==> src/core/pot_terminal_ctrl_reg_pkg.sv <==
/*
  Constants for the terminal-control register logic of a quad
  digital potentiometer: memory-map addresses, command codes, field
  positions and values after reset.
  Assumes nothing; it is shared by the design files under core/ other than the pin synchroniser.
*/
package pot_terminal_ctrl_reg_pkg;

  // memory map: 16 locations, 4-bit address
  localparam int          ADDR_W          = 4;
  localparam logic [3:0]  ADDR_WIPER0     = 4'h0;
  localparam logic [3:0]  ADDR_WIPER1     = 4'h1;
  localparam logic [3:0]  ADDR_TCTRL0     = 4'h4;
  localparam logic [3:0]  ADDR_WIPER2     = 4'h6;
  localparam logic [3:0]  ADDR_WIPER3     = 4'h7;
  localparam logic [3:0]  ADDR_TCTRL1     = 4'hA;

  // register width and layout
  localparam int          REG_W           = 9;
  localparam int          CTRL_W          = 8;
  localparam int          BIT_RESERVED    = 8;
  localparam logic [8:0]  TCTRL_RESET      = 9'h1FF;
  localparam logic [7:0]  TCTRL_BITS_RESET = 8'hFF;

  // bit positions within one 4-bit network field
  localparam int          FLD_TERM_B      = 0;
  localparam int          FLD_WIPER       = 1;
  localparam int          FLD_TERM_A      = 2;
  localparam int          FLD_SHUTDOWN_N  = 3;
  localparam int          FLD_W           = 4;

  // serial command kinds as decoded by the front end
  typedef enum logic [1:0] {
    OP_WRITE = 2'b00,
    OP_INCR  = 2'b01,
    OP_DECR  = 2'b10,
    OP_READ  = 2'b11
  } cmd_op_t;

  // synchroniser depth for pins
  localparam int          SYNC_STAGES     = 2;

endpackage

==> src/core/pin_sync.sv <==
/*
  Two-flop synchroniser for a group of asynchronous pin levels.
  Assumes the inputs are levels that stay put for several clocks;
  the first stage is read only by the second.
*/
`timescale 1ns/1ps

module pin_sync #(
  parameter int           WIDTH   = 1,
  parameter logic [31:0]  RST_VAL = 32'h0000_0000
) (
  input  wire logic             clk,      // core clock
  input  wire logic             arst_n,   // async reset, active low
  input  wire logic             ce,       // clock enable
  input  wire logic [WIDTH-1:0] pin_in,   // raw asynchronous level
  output logic      [WIDTH-1:0] sync_out  // level in clk domain
);

  logic [WIDTH-1:0] meta;

  // stage one feeds stage two only, keeping metastability contained
  always_ff @(posedge clk or negedge arst_n) begin
    if (!arst_n) begin
      meta     <= RST_VAL[WIDTH-1:0];
      sync_out <= RST_VAL[WIDTH-1:0];
    end else if (ce) begin
      meta     <= pin_in;
      sync_out <= meta;
    end
  end

endmodule

==> src/core/pot_terminal_control_regs.sv <==
/*
  Terminal-control register logic of a quad digital potentiometer.
  Holds the two terminal control registers, checks each decoded serial
  command against the memory map, keeps the command error state and
  drives the connect and forced-shutdown controls of all four networks.
  Assumes a serial front end on clk that hands over one decoded command
  per cmd_valid pulse and pulses cmd_end once the whole command is done;
  chip select and the reset pin come straight from pins.
*/
`timescale 1ns/1ps

module pot_terminal_control_regs (
  input  wire logic       clk,                   // core clock, 200 MHz
  input  wire logic       arst_n,                // power-on/brown-out reset, low
  input  wire logic       ce,                    // clock enable, freezes state
  input  wire logic       reset_pin_n,           // external reset pin, async
  input  wire logic       cs_pin_n,              // chip select pin, async
  input  wire logic       cmd_valid,             // decoded command pulse
  input  wire logic [3:0] cmd_addr,              // memory address
  input  wire logic [1:0] cmd_op,                // command kind
  input  wire logic [8:0] cmd_wdata,             // write data
  input  wire logic       cmd_end,               // command fully completed
  output logic            rd_valid,              // read data pulse
  output logic      [8:0] rd_data,               // read data
  output logic            cmd_error,             // command error state
  output logic            net0_term_a_connect,   // network 0 terminal A switch
  output logic            net0_wiper_connect,    // network 0 wiper switch
  output logic            net0_term_b_connect,   // network 0 terminal B switch
  output logic            net0_force_shutdown_n, // network 0 forced shutdown, low
  output logic            net1_term_a_connect,   // network 1 terminal A switch
  output logic            net1_wiper_connect,    // network 1 wiper switch
  output logic            net1_term_b_connect,   // network 1 terminal B switch
  output logic            net1_force_shutdown_n, // network 1 forced shutdown, low
  output logic            net2_term_a_connect,   // network 2 terminal A switch
  output logic            net2_wiper_connect,    // network 2 wiper switch
  output logic            net2_term_b_connect,   // network 2 terminal B switch
  output logic            net2_force_shutdown_n, // network 2 forced shutdown, low
  output logic            net3_term_a_connect,   // network 3 terminal A switch
  output logic            net3_wiper_connect,    // network 3 wiper switch
  output logic            net3_term_b_connect,   // network 3 terminal B switch
  output logic            net3_force_shutdown_n  // network 3 forced shutdown, low
);

  //////////////////////////////////////////////////////////////////////
  // decode helpers

  // true when the address is one of the two terminal control registers
  function automatic logic addr_is_terminal_ctrl_reg(input logic [3:0] addr);
    addr_is_terminal_ctrl_reg = (addr == pot_terminal_ctrl_reg_pkg::ADDR_TCTRL0) ||
                   (addr == pot_terminal_ctrl_reg_pkg::ADDR_TCTRL1);
  endfunction

  // wiper locations accept every command kind
  function automatic logic addr_is_wiper(input logic [3:0] addr);
    addr_is_wiper = (addr == pot_terminal_ctrl_reg_pkg::ADDR_WIPER0) ||
                    (addr == pot_terminal_ctrl_reg_pkg::ADDR_WIPER1) ||
                    (addr == pot_terminal_ctrl_reg_pkg::ADDR_WIPER2) ||
                    (addr == pot_terminal_ctrl_reg_pkg::ADDR_WIPER3);
  endfunction

  //////////////////////////////////////////////////////////////////////
  // pin synchronisers

  logic reset_pin_sync_n;
  logic cs_sync_n;

  // both pins idle high; reset value matches a released pin
  pin_sync #(
    .WIDTH   (2),
    .RST_VAL (32'h0000_0003)
  ) u_pin_sync (
    .clk      (clk),
    .arst_n   (arst_n),
    .ce       (ce),
    .pin_in   ({reset_pin_n, cs_pin_n}),
    .sync_out ({reset_pin_sync_n, cs_sync_n})
  );

  //////////////////////////////////////////////////////////////////////
  // command qualification

  logic       in_reset;
  logic       serial_enabled;
  logic       accept;
  logic       is_terminal_ctrl_reg;
  logic       is_wiper;
  logic       op_is_write;
  logic       op_is_read;
  logic       op_is_step;
  logic       allowed;
  logic       set_error;
  logic       clear_error;
  logic       good_cmd;
  logic       next_cmd_error;

  // the reset pin holds the serial side off until it is released
  assign in_reset       = !reset_pin_sync_n;
  assign serial_enabled = !in_reset;

  // a command in error state is dropped; it never touches a register
  assign accept         = cmd_valid && serial_enabled && !cmd_error;

  assign is_terminal_ctrl_reg        = addr_is_terminal_ctrl_reg(cmd_addr);
  assign is_wiper       = addr_is_wiper(cmd_addr);
  assign op_is_write    = (cmd_op == pot_terminal_ctrl_reg_pkg::OP_WRITE);
  assign op_is_read     = (cmd_op == pot_terminal_ctrl_reg_pkg::OP_READ);
  assign op_is_step     = (cmd_op == pot_terminal_ctrl_reg_pkg::OP_INCR) ||
                          (cmd_op == pot_terminal_ctrl_reg_pkg::OP_DECR);

  // terminal control takes read and write only; reserved takes nothing
  assign allowed        = is_wiper ||
                          (is_terminal_ctrl_reg && (op_is_write || op_is_read)) ||
                          (is_terminal_ctrl_reg && !op_is_step && !op_is_write && !op_is_read);
  assign set_error      = accept && !allowed;
  assign good_cmd       = accept && allowed;

  // a return of chip select to its inactive level, or the reset pin, leaves the error
  assign clear_error    = cs_sync_n || in_reset;
  // a new fault in the clearing cycle wins over the clear
  assign next_cmd_error = set_error || (cmd_error && !clear_error);

  // error state flip-flop
  always_ff @(posedge clk or negedge arst_n) begin
    if (!arst_n) begin
      cmd_error <= 1'b0;
    end else if (ce) begin
      cmd_error <= next_cmd_error;
    end
  end

  //////////////////////////////////////////////////////////////////////
  // the two terminal control registers

  localparam logic [3:0] TERMINAL_CTRL_REG_ADDR [2] = '{pot_terminal_ctrl_reg_pkg::ADDR_TCTRL0,
                                           pot_terminal_ctrl_reg_pkg::ADDR_TCTRL1};

  logic [7:0] terminal_ctrl_reg_applied [2];
  logic [1:0] terminal_ctrl_reg_stage;
  logic       cmd_drop;

  // a frame that ends without completing its command loses its data
  assign cmd_drop = cs_sync_n && !cmd_end;

  genvar g;
  generate
    for (g = 0; g < 2; g++) begin : g_terminal_ctrl_reg
      // only the eight control bits are stored; bit 8 is dropped here
      assign terminal_ctrl_reg_stage[g] = good_cmd && op_is_write &&
                             (cmd_addr == TERMINAL_CTRL_REG_ADDR[g]);

      terminal_ctrl_reg_stage_reg #(
        .W (pot_terminal_ctrl_reg_pkg::CTRL_W)
      ) u_terminal_ctrl_reg (
        .clk           (clk),
        .arst_n        (arst_n),
        .ce            (ce),
        .force_default (in_reset),
        .stage         (terminal_ctrl_reg_stage[g]),
        .stage_value   (cmd_wdata[7:0]),
        .commit        (cmd_end),
        .drop          (cmd_drop),
        .applied       (terminal_ctrl_reg_applied[g])
      );
    end
  endgenerate

  //////////////////////////////////////////////////////////////////////
  // read path

  logic [8:0] read_value;
  logic       rd_fire;

  // bit 8 is not stored and always reads back as one; wipers live elsewhere
  assign read_value = (cmd_addr == pot_terminal_ctrl_reg_pkg::ADDR_TCTRL0) ?
                        {1'b1, terminal_ctrl_reg_applied[0]} :
                      (cmd_addr == pot_terminal_ctrl_reg_pkg::ADDR_TCTRL1) ?
                        {1'b1, terminal_ctrl_reg_applied[1]} :
                        9'h000;
  assign rd_fire    = good_cmd && op_is_read;

  // read answer register, one-cycle strobe
  always_ff @(posedge clk or negedge arst_n) begin
    if (!arst_n) begin
      rd_valid <= 1'b0;
      rd_data  <= 9'h000;
    end else if (ce) begin
      rd_valid <= rd_fire;
      if (rd_fire) begin
        rd_data <= read_value;
      end
    end
  end

  //////////////////////////////////////////////////////////////////////
  // terminal switch controls, one flop per terminal

  logic [3:0] term_a;
  logic [3:0] wiper;
  logic [3:0] term_b;
  logic [3:0] shut_n;

  // no wiper value is read or written here, so wiper codes stay put
  genvar n;
  generate
    for (n = 0; n < 4; n++) begin : g_net
      assign term_a[n] = terminal_ctrl_reg_applied[n/2][(n%2)*pot_terminal_ctrl_reg_pkg::FLD_W +
                                           pot_terminal_ctrl_reg_pkg::FLD_TERM_A];
      assign wiper[n]  = terminal_ctrl_reg_applied[n/2][(n%2)*pot_terminal_ctrl_reg_pkg::FLD_W +
                                           pot_terminal_ctrl_reg_pkg::FLD_WIPER];
      assign term_b[n] = terminal_ctrl_reg_applied[n/2][(n%2)*pot_terminal_ctrl_reg_pkg::FLD_W +
                                           pot_terminal_ctrl_reg_pkg::FLD_TERM_B];
      assign shut_n[n] = terminal_ctrl_reg_applied[n/2][(n%2)*pot_terminal_ctrl_reg_pkg::FLD_W +
                                           pot_terminal_ctrl_reg_pkg::FLD_SHUTDOWN_N];
    end
  endgenerate

  // output register adds one cycle after the applied value changes
  always_ff @(posedge clk or negedge arst_n) begin
    if (!arst_n) begin
      {net1_force_shutdown_n, net1_term_a_connect,
       net1_wiper_connect, net1_term_b_connect}   <= 4'hF;
      {net0_force_shutdown_n, net0_term_a_connect,
       net0_wiper_connect, net0_term_b_connect}   <= 4'hF;
      {net3_force_shutdown_n, net3_term_a_connect,
       net3_wiper_connect, net3_term_b_connect}   <= 4'hF;
      {net2_force_shutdown_n, net2_term_a_connect,
       net2_wiper_connect, net2_term_b_connect}   <= 4'hF;
    end else if (ce) begin
      net1_force_shutdown_n <= shut_n[1];
      net1_term_a_connect   <= term_a[1];
      net1_wiper_connect    <= wiper[1];
      net1_term_b_connect   <= term_b[1];
      net0_force_shutdown_n <= shut_n[0];
      net0_term_a_connect   <= term_a[0];
      net0_wiper_connect    <= wiper[0];
      net0_term_b_connect   <= term_b[0];
      net3_force_shutdown_n <= shut_n[3];
      net3_term_a_connect   <= term_a[3];
      net3_wiper_connect    <= wiper[3];
      net3_term_b_connect   <= term_b[3];
      net2_force_shutdown_n <= shut_n[2];
      net2_term_a_connect   <= term_a[2];
      net2_wiper_connect    <= wiper[2];
      net2_term_b_connect   <= term_b[2];
    end
  end

endmodule

==> src/core/terminal_ctrl_reg_stage_reg.sv <==
/*
  One terminal-control register: a staged value taken during a write
  command and an applied value that drives the terminal switches.
  Assumes the caller pulses commit when the serial command has ended
  and holds force_default while the device sits in reset.
*/
`timescale 1ns/1ps

module terminal_ctrl_reg_stage_reg #(
  parameter int W = pot_terminal_ctrl_reg_pkg::CTRL_W
) (
  input  wire logic         clk,           // core clock
  input  wire logic         arst_n,        // async reset, active low
  input  wire logic         ce,            // clock enable
  input  wire logic         force_default, // reset pin held low
  input  wire logic         stage,         // accepted write to this register
  input  wire logic [W-1:0] stage_value,   // control bits to stage
  input  wire logic         commit,        // serial command completed
  input  wire logic         drop,          // command aborted, discard stage
  output logic      [W-1:0] applied        // value on the switches
);

  logic [W-1:0] staged;
  logic         staged_valid;

  // the staged copy keeps the switches steady while a transfer runs
  always_ff @(posedge clk or negedge arst_n) begin
    if (!arst_n) begin
      staged       <= pot_terminal_ctrl_reg_pkg::TCTRL_BITS_RESET[W-1:0];
      staged_valid <= 1'b0;
    end else if (ce) begin
      if (force_default || drop || commit) begin
        staged_valid <= 1'b0;
      end else if (stage) begin
        staged       <= stage_value;
        staged_valid <= 1'b1;
      end
    end
  end

  // applied value changes only at command completion, while force_default is held, or on arst_n
  always_ff @(posedge clk or negedge arst_n) begin
    if (!arst_n) begin
      applied <= pot_terminal_ctrl_reg_pkg::TCTRL_BITS_RESET[W-1:0];
    end else if (ce) begin
      if (force_default) begin
        applied <= pot_terminal_ctrl_reg_pkg::TCTRL_BITS_RESET[W-1:0];
      end else if (commit && staged_valid) begin
        applied <= staged;
      end
    end
  end

endmodule

==> config.mk <==
export PLATFORM = sky130hd
export DESIGN_NAME = pot_terminal_control_regs
export DESIGN_NICKNAME = d
export VERILOG_FILES = /design/src/core/pot_terminal_ctrl_reg_pkg.sv /design/src/core/pin_sync.sv /design/src/core/pot_terminal_control_regs.sv /design/src/core/terminal_ctrl_reg_stage_reg.sv
export SDC_FILE = /design/constraint.sdc
export NUM_CORES = 1
export LEC_CHECK = 0
export ABC_CLOCK_PERIOD_IN_PS = 4950
export BUFFER_PORTS_ARGS = -buffer_cell sky130_fd_sc_hd__buf_4
export CAP_MARGIN = 20
export CELL_PAD_IN_SITES_DETAIL_PLACEMENT = 1
export CELL_PAD_IN_SITES_GLOBAL_PLACEMENT = 2
export CORE_MARGIN = 1.5
export CORE_UTILIZATION = 38
export DETAILED_ROUTE_END_ITERATION = 6
export GPL_ROUTABILITY_DRIVEN = 0
export GPL_TIMING_DRIVEN = 1
export MAX_ROUTING_LAYER = met4
export PLACE_DENSITY = 0.89
export RECOVER_POWER = 50
export REMOVE_ABC_BUFFERS = 1
export SLEW_MARGIN = 20
export SYNTH_ARGS = -nofsm -noshare
export SYNTH_HDL_FRONTEND = slang
export SYNTH_SLANG_ARGS = --single-unit
export TNS_END_PERCENT = 50
==> constraint.sdc <==
create_clock -name clk -period 4.95 [get_ports clk]
set_input_delay 0.495 -clock clk [delete_from_list [all_inputs] [get_ports clk]]
set_output_delay 0.495 -clock clk [all_outputs]
set_load 0.02 [all_outputs]
# After elaboration in Yosys (flattened, before gate mapping)
# Index checks and enable logic that the tools add are counted.
# Widths: inputs -> output; s select.
[word_totals]
register_bits = 65
inputBits = 22
out_inout_bits = 27
elab_cells = 95
[op_classes]
n_eq_ne = 10
mux = 10
bitwise_logic = 1
n_reduce_logical = 47
[ops]
columns = ["cell", "n"]
rows = [
  ["$mux 8", 4],
  ["$mux 9", 2],
  ["$logic_and 1x1->1", 16],
  ["$eq 4x3->1 const B", 3],
  ["$logic_or 1x1->1", 12],
  ["$reduce_and 2->1", 5],
  ["$logic_not 1->1", 8],
  ["$reduce_and 3->1", 2],
  ["$eq 2x2->1 const B", 2],
  ["$eq 4x1->1 const B", 1],
  ["$eq 4x4->1 const B", 1],
  ["$logic_not 4->1", 1],
  ["$mux 1", 4],
  ["$ne 2x1->1 const B", 2],
  ["$reduce_bool 2->1", 2],
  ["$eq 2x1->1 const B", 1],
  ["$logic_not 2->1", 1],
  ["$not 1->1", 1],
]

# Logic depth before layout (Yosys ltp)
# Gate-level depths: netlist (run 1).
[depth]
word_depth = 12
depth_mapped = 6
mapped_depth_nobuf = 5

# Cells and area by module
# Synthesis (run 1) repeated with hierarchy kept, for this count alone.
[hier_totals]
cells_unflattened = 228
area_unflattened_um2 = 2914.0
[modules_own_cells]
columns = ["module", "n_inst", "cells_each", "area_per_inst_um2", "seq_area_each_um2"]
rows = [
  ["terminal_ctrl_reg_stage_reg", 2, 59, 732.0, 445.4],
  ["pot_terminal_control_regs", 1, 102, 1300.0, 695.7],
  ["pin_sync", 1, 8, 150.1, 105.1],
]

# Least setup slack after synthesis (run 1)
# No wires, ideal clock.
[synth_path]
kind = "input-to-reg"
start = "input port cmd_op[0]"
end = "register g_terminal_ctrl_reg[0].u_terminal_ctrl_reg.staged[0]"
setup_time_ns = 0.082
arrival_time_ns = 2.097
t_required_ns = 4.868
setup_slack_ns = 2.771
cell_stages = 6
n_path_buf = 1
path_cell_list = "inv_1 > ha_1 > a211o_1 > buf_4 > a2111oi_4 > mux2_2"
[synth_between]
elab_chain_len = 11
word_cells_on_any_way = 19
cone_classes = "eq/ne: 3; reduce/logical: 16"
[synth_lines]
columns = ["element", "line_no", "rtl"]
rows = [
  ["start, declared", "pot_terminal_control_regs.sv:20", "input wire logic [1:0] cmd_op,"],
  ["$eq 2x1->1 / $eq 2x2->1 (equally long branches)", "pot_terminal_control_regs.sv:107, pot_terminal_control_regs.sv:108", ""],
  ["$logic_or 1x1->1", "pot_terminal_control_regs.sv:107", "assign op_is_step = (cmd_op == pot_terminal_ctrl_reg_pkg::OP_INCR) ||"],
  ["$logic_not 1->1", "pot_terminal_control_regs.sv:113", "(is_terminal_ctrl_reg && !op_is_step && !op_is_write && !op_is_read);"],
  ["$logic_and 1x1->1 (3 in series)", "pot_terminal_control_regs.sv:113", ""],
  ["$logic_or 1x1->1", "pot_terminal_control_regs.sv:112", "(is_terminal_ctrl_reg && (op_is_write || op_is_read)) ||"],
  ["$logic_and 1x1->1", "pot_terminal_control_regs.sv:115", "assign good_cmd = accept && allowed;"],
  ["$logic_and 1x1->1 * (2 in series)", "pot_terminal_control_regs.sv:148", "assign terminal_ctrl_reg_stage[g] = good_cmd && op_is_write &&"],
  ["$reduce_and 3->1 (no line) *", "-", ""],
  ["end signal, assigned", "terminal_ctrl_reg_stage_reg.sv:29", "staged <= pot_terminal_ctrl_reg_pkg::TCTRL_BITS_RESET[W-1:0];"],
  ["end signal, assigned", "terminal_ctrl_reg_stage_reg.sv:35", "staged <= stage_value;"],
  ["end, declared", "terminal_ctrl_reg_stage_reg.sv:23", "logic [W-1:0] staged;"],
]
# Every way passes the cells marked *; elsewhere a longest branch is shown, timed or not.
# A chain may end at the register's enable or synchronous reset.

==> results.sh, run 1 <==
export IMPL_post_route_fraction_of_the_period_consumed_by_the_critical_path_pct=64.70
export IMPL_htree_num_levels=3
export IMPL_synth_area_leaders="dfstp_2 49%, mux2_2 17%, dfrtp_1 12%"
export IMPL_synth_edff_count=0
export IMPL_fp_dieH_um=88.56
export IMPL_timing_critical_path_max_delay_family="buffers and inverters"
export IMPL_report_final_setup_viol=0
export IMPL_hold_viol_final=0
export IMPL_fillCellCount=779
export IMPL_clk_root_buffer_cell="clkbuf_8"
export IMPL_globalRouteMet3Util_pct=4.198
export IMPL_postCtsHoldBufs=0
export IMPL_clk_latency_ps=340
export IMPL_worstSetupStartpoint="arst_n"
export IMPL_synth_flop_cell="dfstp_2"
export IMPL_grt_first_pass_wirelength_um=9280
export IMPL_ys_async_sr_fraction_pct=100.0
export IMPL_critPathKind="input pin to asynchronous set/reset pin"
export IMPL_critPathBufInv=1
export IMPL_worst_setup_path_end_kind="asynchronous set/reset pin"
export IMPL_drv_max_cap_violation_count=2
export IMPL_totalWireLength_um=5969
export IMPL_dieArea_sq_um=7842
export IMPL_worst_endpoint_required_ps=4620
export IMPL_clock_sink_count=65
export IMPL_critical_path_max_fanout=65
export IMPL_outcome="finished, violations left"
export IMPL_cts_resized=0
export IMPL_yosys_top_cells_count="52 x dfstp_2, 43 x mux2_2, 23 x nand2_1"
export IMPL_ctsLongestPathBuffers=2
export IMPL_finalCoreUtilization_pct=47.88
export IMPL_grt_use_met1_pct=20.81
export IMPL_route_vias_total=1761
export IMPL_drt_pre_antenna_iters=4
export IMPL_min_period_ps=3203
export IMPL_slew_headroom_pct=-126.1
export IMPL_critPathSlowestCell="clkbuf_1"
export IMPL_worst_r2r_cell_count=4
export IMPL_fin_clk_skew_ps=8.246
export IMPL_drtAntennaViolNets=0
export IMPL_reg2reg_from="u_pin_sync.sync_out[1]"
export IMPL_setup_repair_bufs_after_cts=0
export IMPL_yosys_warnings=0
export IMPL_top_usage_layer_grt="met2"
export IMPL_worstHoldPathType="input pin to flop"
export IMPL_setup_total_negative_slack_ps=0
export IMPL_yosysSeqAreaShare_pct=60.82
export IMPL_numPortBuffers=47
export IMPL_area_of_the_multi_input_gates_sq_um=1040
export IMPL_synthDominantAreaCellType="dfstp_2"
export IMPL_timing_critical_path_depth=1
export IMPL_die_w_um=88.56
export IMPL_startpoint_type="input pin"
export IMPL_syn_inst=213
export IMPL_slew_viol_final=94
export IMPL_start_point_of_the_worst_min_delay_path="cmd_wdata[4]"
export IMPL_syn_area_sq_um=2781
export IMPL_ys_seq_elements=65
export IMPL_worst_setup_hold_path_clk_slew_ps=80
export IMPL_areaGrowthSynthToFinish_pct=23.53
export IMPL_hpwl_um=3825
export IMPL_violations_in_the_final_reports="max-capacitance violations, max-slew violations"
export IMPL_postPlaceCellArea_sq_um=3234
export IMPL_crit_chain="clkbuf_1"
export IMPL_static_leakage_power_nw=1.502
export IMPL_boundary_pins=49
export IMPL_drc=0
export IMPL_fmax_mhz=312.2
export IMPL_grt_start_max_net_pins=66
export IMPL_avgViaCountPerCell=4.785
export IMPL_final_hold_worst_slack_ps=393.1
export IMPL_power_per_cell_area_nw_per_um2=406.2
export IMPL_synth_area_per_cell_sq_um=13.06
export IMPL_drive_gt1_share_pct=60.97
export IMPL_floorplan_initialDensity_pct=38.76
export IMPL_critical_path_max_stage_delay_ps=2350
export IMPL_overflow=0
export IMPL_cp_data_arrival_time_ps=2880
export IMPL_numCtsBuffers=9
export IMPL_worst_slew_pin_slew_ps=3392
export IMPL_initial_antenna_violation_count=0
export IMPL_nNetsFinal=288
export IMPL_synthMostInstantiatedCell="dfstp_2"
export IMPL_track_usage_pct=16.93
export IMPL_grt_pass1_vias=1856
export IMPL_avgRoutedWirePerCell_um=16.22
export IMPL_design_area_sq_um=3436
export IMPL_yosys_cell_types_count=32
export IMPL_holdPathStages=2
export IMPL_n_antenna_cell=0
export IMPL_groute_layer_met2_usage_pct=26.86
export IMPL_placeableCoreArea_sq_um=7176
export IMPL_placement_rows=31
export IMPL_regArea_sq_um=1692
export IMPL_tritoncts_clock_tree="done"
export IMPL_detailedRoute_firstIterationViolations=75
export IMPL_yosysTopAreaCellShare_pct=49.12
export IMPL_setup_repair_after_global_routing_missed_its_margin="false"
export IMPL_irDropWorstVdd_uv=204.0
-- cells by family after synthesis --
kind of cell    share of synthesized area [%]
mux                                     17.81
fa+ha+maj                              0.8995
xor+xnor                               0.3149
buf+inv                                 1.934
flops                                   60.82
compound gates                          10.08
simple gates                            8.143
-- sequential cells by signal, indices dropped and copies added, names as in the netlist, 2 cells and up --
register,flops
rd_data,9
u_pin_sync.meta,2
g_terminal_ctrl.u_terminal_ctrl_reg.staged_valid,2
g_terminal_ctrl.u_terminal_ctrl_reg.staged,16
g_terminal_ctrl.u_terminal_ctrl_reg.applied,16
u_pin_sync.sync_out,2
-- metrics by stage --
| step | total power [mW] | cells | setup slack [ps] |
|---|---|---|---|
| floorplan | 0.8323 | 204 | 2737 |
| global placement | 0.9434 | 352 | 2251 |
| detailed placement | 0.9526 | 352 | 2218 |
| CTS | 1.414 | 368 | 2189 |
| global route | 1.468 | 368 | 1301 |
| finish | 1.396 | 368 | 1747 |
-- placed cells by master, fill, tap and decap left out, drive strengths merged --
| cell type | Yosys | final |
|---|---|---|
| dfstp | 52 | 52 |
| buf | 5 | 47 |
| mux2 | 44 | 44 |
| nand2 | 23 | 23 |
| o21ai | 20 | 20 |
| nor2 | 17 | 17 |
| dfrtp | 13 | 13 |
| clkbuf | 4 | 12 |
| a22o | 8 | 8 |
| inv | 4 | 4 |
| clkinv | 0 | 3 |
| and2 | 2 | 2 |
| a2111oi | 2 | 2 |
| a211oi | 2 | 2 |
| o21a | 2 | 2 |
| ha | 2 | 2 |
| clkinvlp | 0 | 2 |
| or2 | 2 | 2 |
| xnor2 | 1 | 1 |
| nand2b | 1 | 1 |
| nand3b | 1 | 1 |
| a211o | 1 | 1 |
| or3 | 1 | 1 |
| and4b | 1 | 1 |
| or3b | 1 | 1 |
| nand3 | 1 | 1 |
| a21oi | 1 | 1 |
| a21o | 1 | 1 |
| nor3b | 1 | 1 |
| bufinv | 0 | 1 |
-- where the power goes --
group          total [mW]  switching [mW]  internal [mW]
clock network       0.455           0.208          0.247
registers           0.696          0.0446          0.651
logic               0.245           0.133          0.112
total                1.40           0.386           1.01
-- path summary, 6_finish.rpt --
| kind | slack, ps | endpoint |
|---|---|---|
| worst max-delay path | 1750 | rd_data[0] |
| worst min-delay path | 390 | flop |
| worst max register to register | 2210 | flop |
| worst min register to register | 490 | flop |
| max in group clk | 1770 | flop |
| min in group asynchronous | 1290 | rd_valid |
-- routing by layer --
metal,routed length (um),up-vias
met5,0,-
met4,89,0
met3,246,7
met2,2929,36
met1,2703,878
li1,-,840
-- cell type report --
type / count / share of cell area, %
sequential: 65 / 49.24
multi-input combinational: 135 / 30.26
timing repair buffer: 49 / 10.49
clock buffer: 10 / 4.006
tap: 99 / 3.605
clock inverter: 6 / 1.966
inverter: 4 / 0.4370
Note: power is estimated with default switching activity, not from simulation.
==> run 2: changes to the inputs <==
Settings changed: ABC_CLOCK_PERIOD_IN_PS 4950 to 2700, CORE_UTILIZATION 38 to 34, PLACE_DENSITY 0.89 to 0.84.
Clock period 4.95 ns to 2.7 ns, I/O delays scaled along.
==> results.sh, run 2 (same netlist as run 1, synthesis figures left out) <==
export IMPL_min_period_ps=2085
export IMPL_placeableCoreArea_sq_um=7807
export IMPL_final_setup_worst_slack_ps=614.9
export IMPL_instances_no_fill=377
export IMPL_fin_clk_skew_ps=13.87
export IMPL_slew_headroom_pct=-4.410
export IMPL_drt_pre_antenna_iters=4
export IMPL_finalCoreUtilization_pct=45.16
export IMPL_share_comb_of_total_power_pct=16.5
export IMPL_violations_in_the_final_reports="max-capacitance violations, max-slew violations"
export IMPL_outcome="finished, violations left"
export IMPL_drc=0
export IMPL_fmax_mhz=479.6
export IMPL_clock_power_share_pct=37.2
export IMPL_cts_resized=0
export IMPL_avgViaCountPerCell=4.883
export IMPL_final_hold_worst_slack_ps=169.7
export IMPL_design_area_sq_um=3526
export IMPL_report_final_setup_viol=0
export IMPL_critical_path_max_fanout=8
export IMPL_overflow=0
export IMPL_drtAntennaViolNets=0
export IMPL_drive_gt1_share_pct=61.45
export IMPL_hold_viol_final=0
export IMPL_areaGrowthSynthToFinish_pct=26.77
export IMPL_cp_data_arrival_time_ps=2340
export IMPL_worst_setup_hold_path_clk_slew_ps=70
export IMPL_tritoncts_clock_tree="done"
export IMPL_totalWireLength_um=6087
export IMPL_dieArea_sq_um=8732
export IMPL_route_vias_total=1841
export IMPL_floorplan_initialDensity_pct=35.63
export IMPL_track_usage_pct=16.29
export IMPL_regArea_sq_um=1692
export IMPL_placed_cells=361
export IMPL_postCtsHoldBufs=0
export IMPL_startpoint_type="flop"
export IMPL_clk_latency_ps=340
export IMPL_numCtsBuffers=9
export IMPL_static_leakage_power_nw=1.555
export IMPL_setup_repair_after_global_routing_missed_its_margin="false"
export IMPL_slew_viol_final=66
export IMPL_boundary_pins=49
export IMPL_setup_repair_bufs_after_cts=0
export IMPL_postPlaceCellArea_sq_um=3283
export IMPL_nNetsFinal=294
export IMPL_avgRoutedWirePerCell_um=16.15
export IMPL_worst_endpoint_required_ps=2960
export IMPL_clock_sink_count=65
export IMPL_post_route_fraction_of_the_period_consumed_by_the_critical_path_pct=77.23
export IMPL_worst_setup_path_end_kind="flop"
export IMPL_area_of_the_multi_input_gates_sq_um=1036
export IMPL_fillCellCount=846
export IMPL_cell_internal_pwr_mw=2.045
export IMPL_n_antenna_cell=0
export IMPL_clk_root_buffer_cell="clkbuf_8"
export IMPL_drv_max_cap_violation_count=1
export IMPL_dp_slack_ps=568.6
export IMPL_initial_antenna_violation_count=0
export IMPL_die_w_um=93.45
export IMPL_placement_rows=32
export IMPL_leading_registers_by_flop_count="g_terminal_ctrl.u_terminal_ctrl_reg.applied (16), g_terminal_ctrl.u_terminal_ctrl_reg.staged (16), rd_data (9)"
export IMPL_grt_first_pass_wirelength_um=10310
export IMPL_fp_dieH_um=93.45
export IMPL_power_per_cell_area_nw_per_um2=780.9
export IMPL_totalPowerFinal_mw=2.754
export IMPL_htree_num_levels=3
export IMPL_setup_total_negative_slack_ps=0
export IMPL_critPathKind="flop to flop"
export IMPL_worst_slew_pin_slew_ps=1566
export IMPL_sequentialPowerShare_pct=46.4
export IMPL_p_sw_share_pct=25.74
export IMPL_grt_pass1_vias=2015
export IMPL_ctsLongestPathBuffers=2
export IMPL_detailedRoute_firstIterationViolations=63
export IMPL_grt_start_max_net_pins=66
export IMPL_mostFrequentLayoutCells="52 x dfstp_2, 52 x buf_4, 43 x mux2_2"
export IMPL_numPortBuffers=47
export IMPL_switching_power_uw=708.8
export IMPL_hpwl_um=3983
export IMPL_worstHoldPathType="input pin to flop"
export IMPL_irDropWorstVdd_uv=313.7
## run 2: layout make-up
cell class,count,share of cell area [%]
well taps,102,3.620
clock buffers,10,3.903
multi-input cells,135,29.38
clock inverters,6,3.265
inverters,4,0.4258
repair buffers,55,11.43
flip-flops and latches,65,47.98
## run 2: routing by layer
layer	wire length [um]	share of wire, %	vias to the layer above	global-route usage [%]
li1	-	-	857	-
met1	2651	44	946	19.00
met2	3140	52	34	27.17
met3	242	4.0	4	4.390
met4	54	0.89	0	5.429
met5	0	0	-	-
## run 2: path summary, 6_finish.rpt
kind                            cells past startpoint  slack [ps]                  to                   start
worst max-delay path                                5         610                flop  u_pin_sync.sync_out[1]
worst min-delay path                                2         170  u_pin_sync.meta[0]                cs_pin_n
worst max register to register                      5         610                flop  u_pin_sync.sync_out[1]
worst min register to register                      1         490            rd_valid                rd_valid
max in group asynchronous                           1        1430          rd_data[0]                  arst_n
min in group asynchronous                           1         320          rd_data[5]                  arst_n
## run 2: worst max-delay path, stage by stage (launching register included)
cell and delay [ps]:
dfstp_2 530, inv_1 40, or3_1 480, a2111oi_4 350, buf_4 250, mux2_2 350
## run 2: power by group through the flow
stage | sequential [mW] | combinational [mW] | clock [mW]
final | 1.28 | 0.453 | 1.02
after global routing | 1.30 | 0.497 | 1.09
after CTS | 1.28 | 0.465 | 1.05
after detailed placement | 1.29 | 0.461 | 0
after global placement | 1.29 | 0.449 | 0
after floorplan | 1.36 | 0.162 | 0
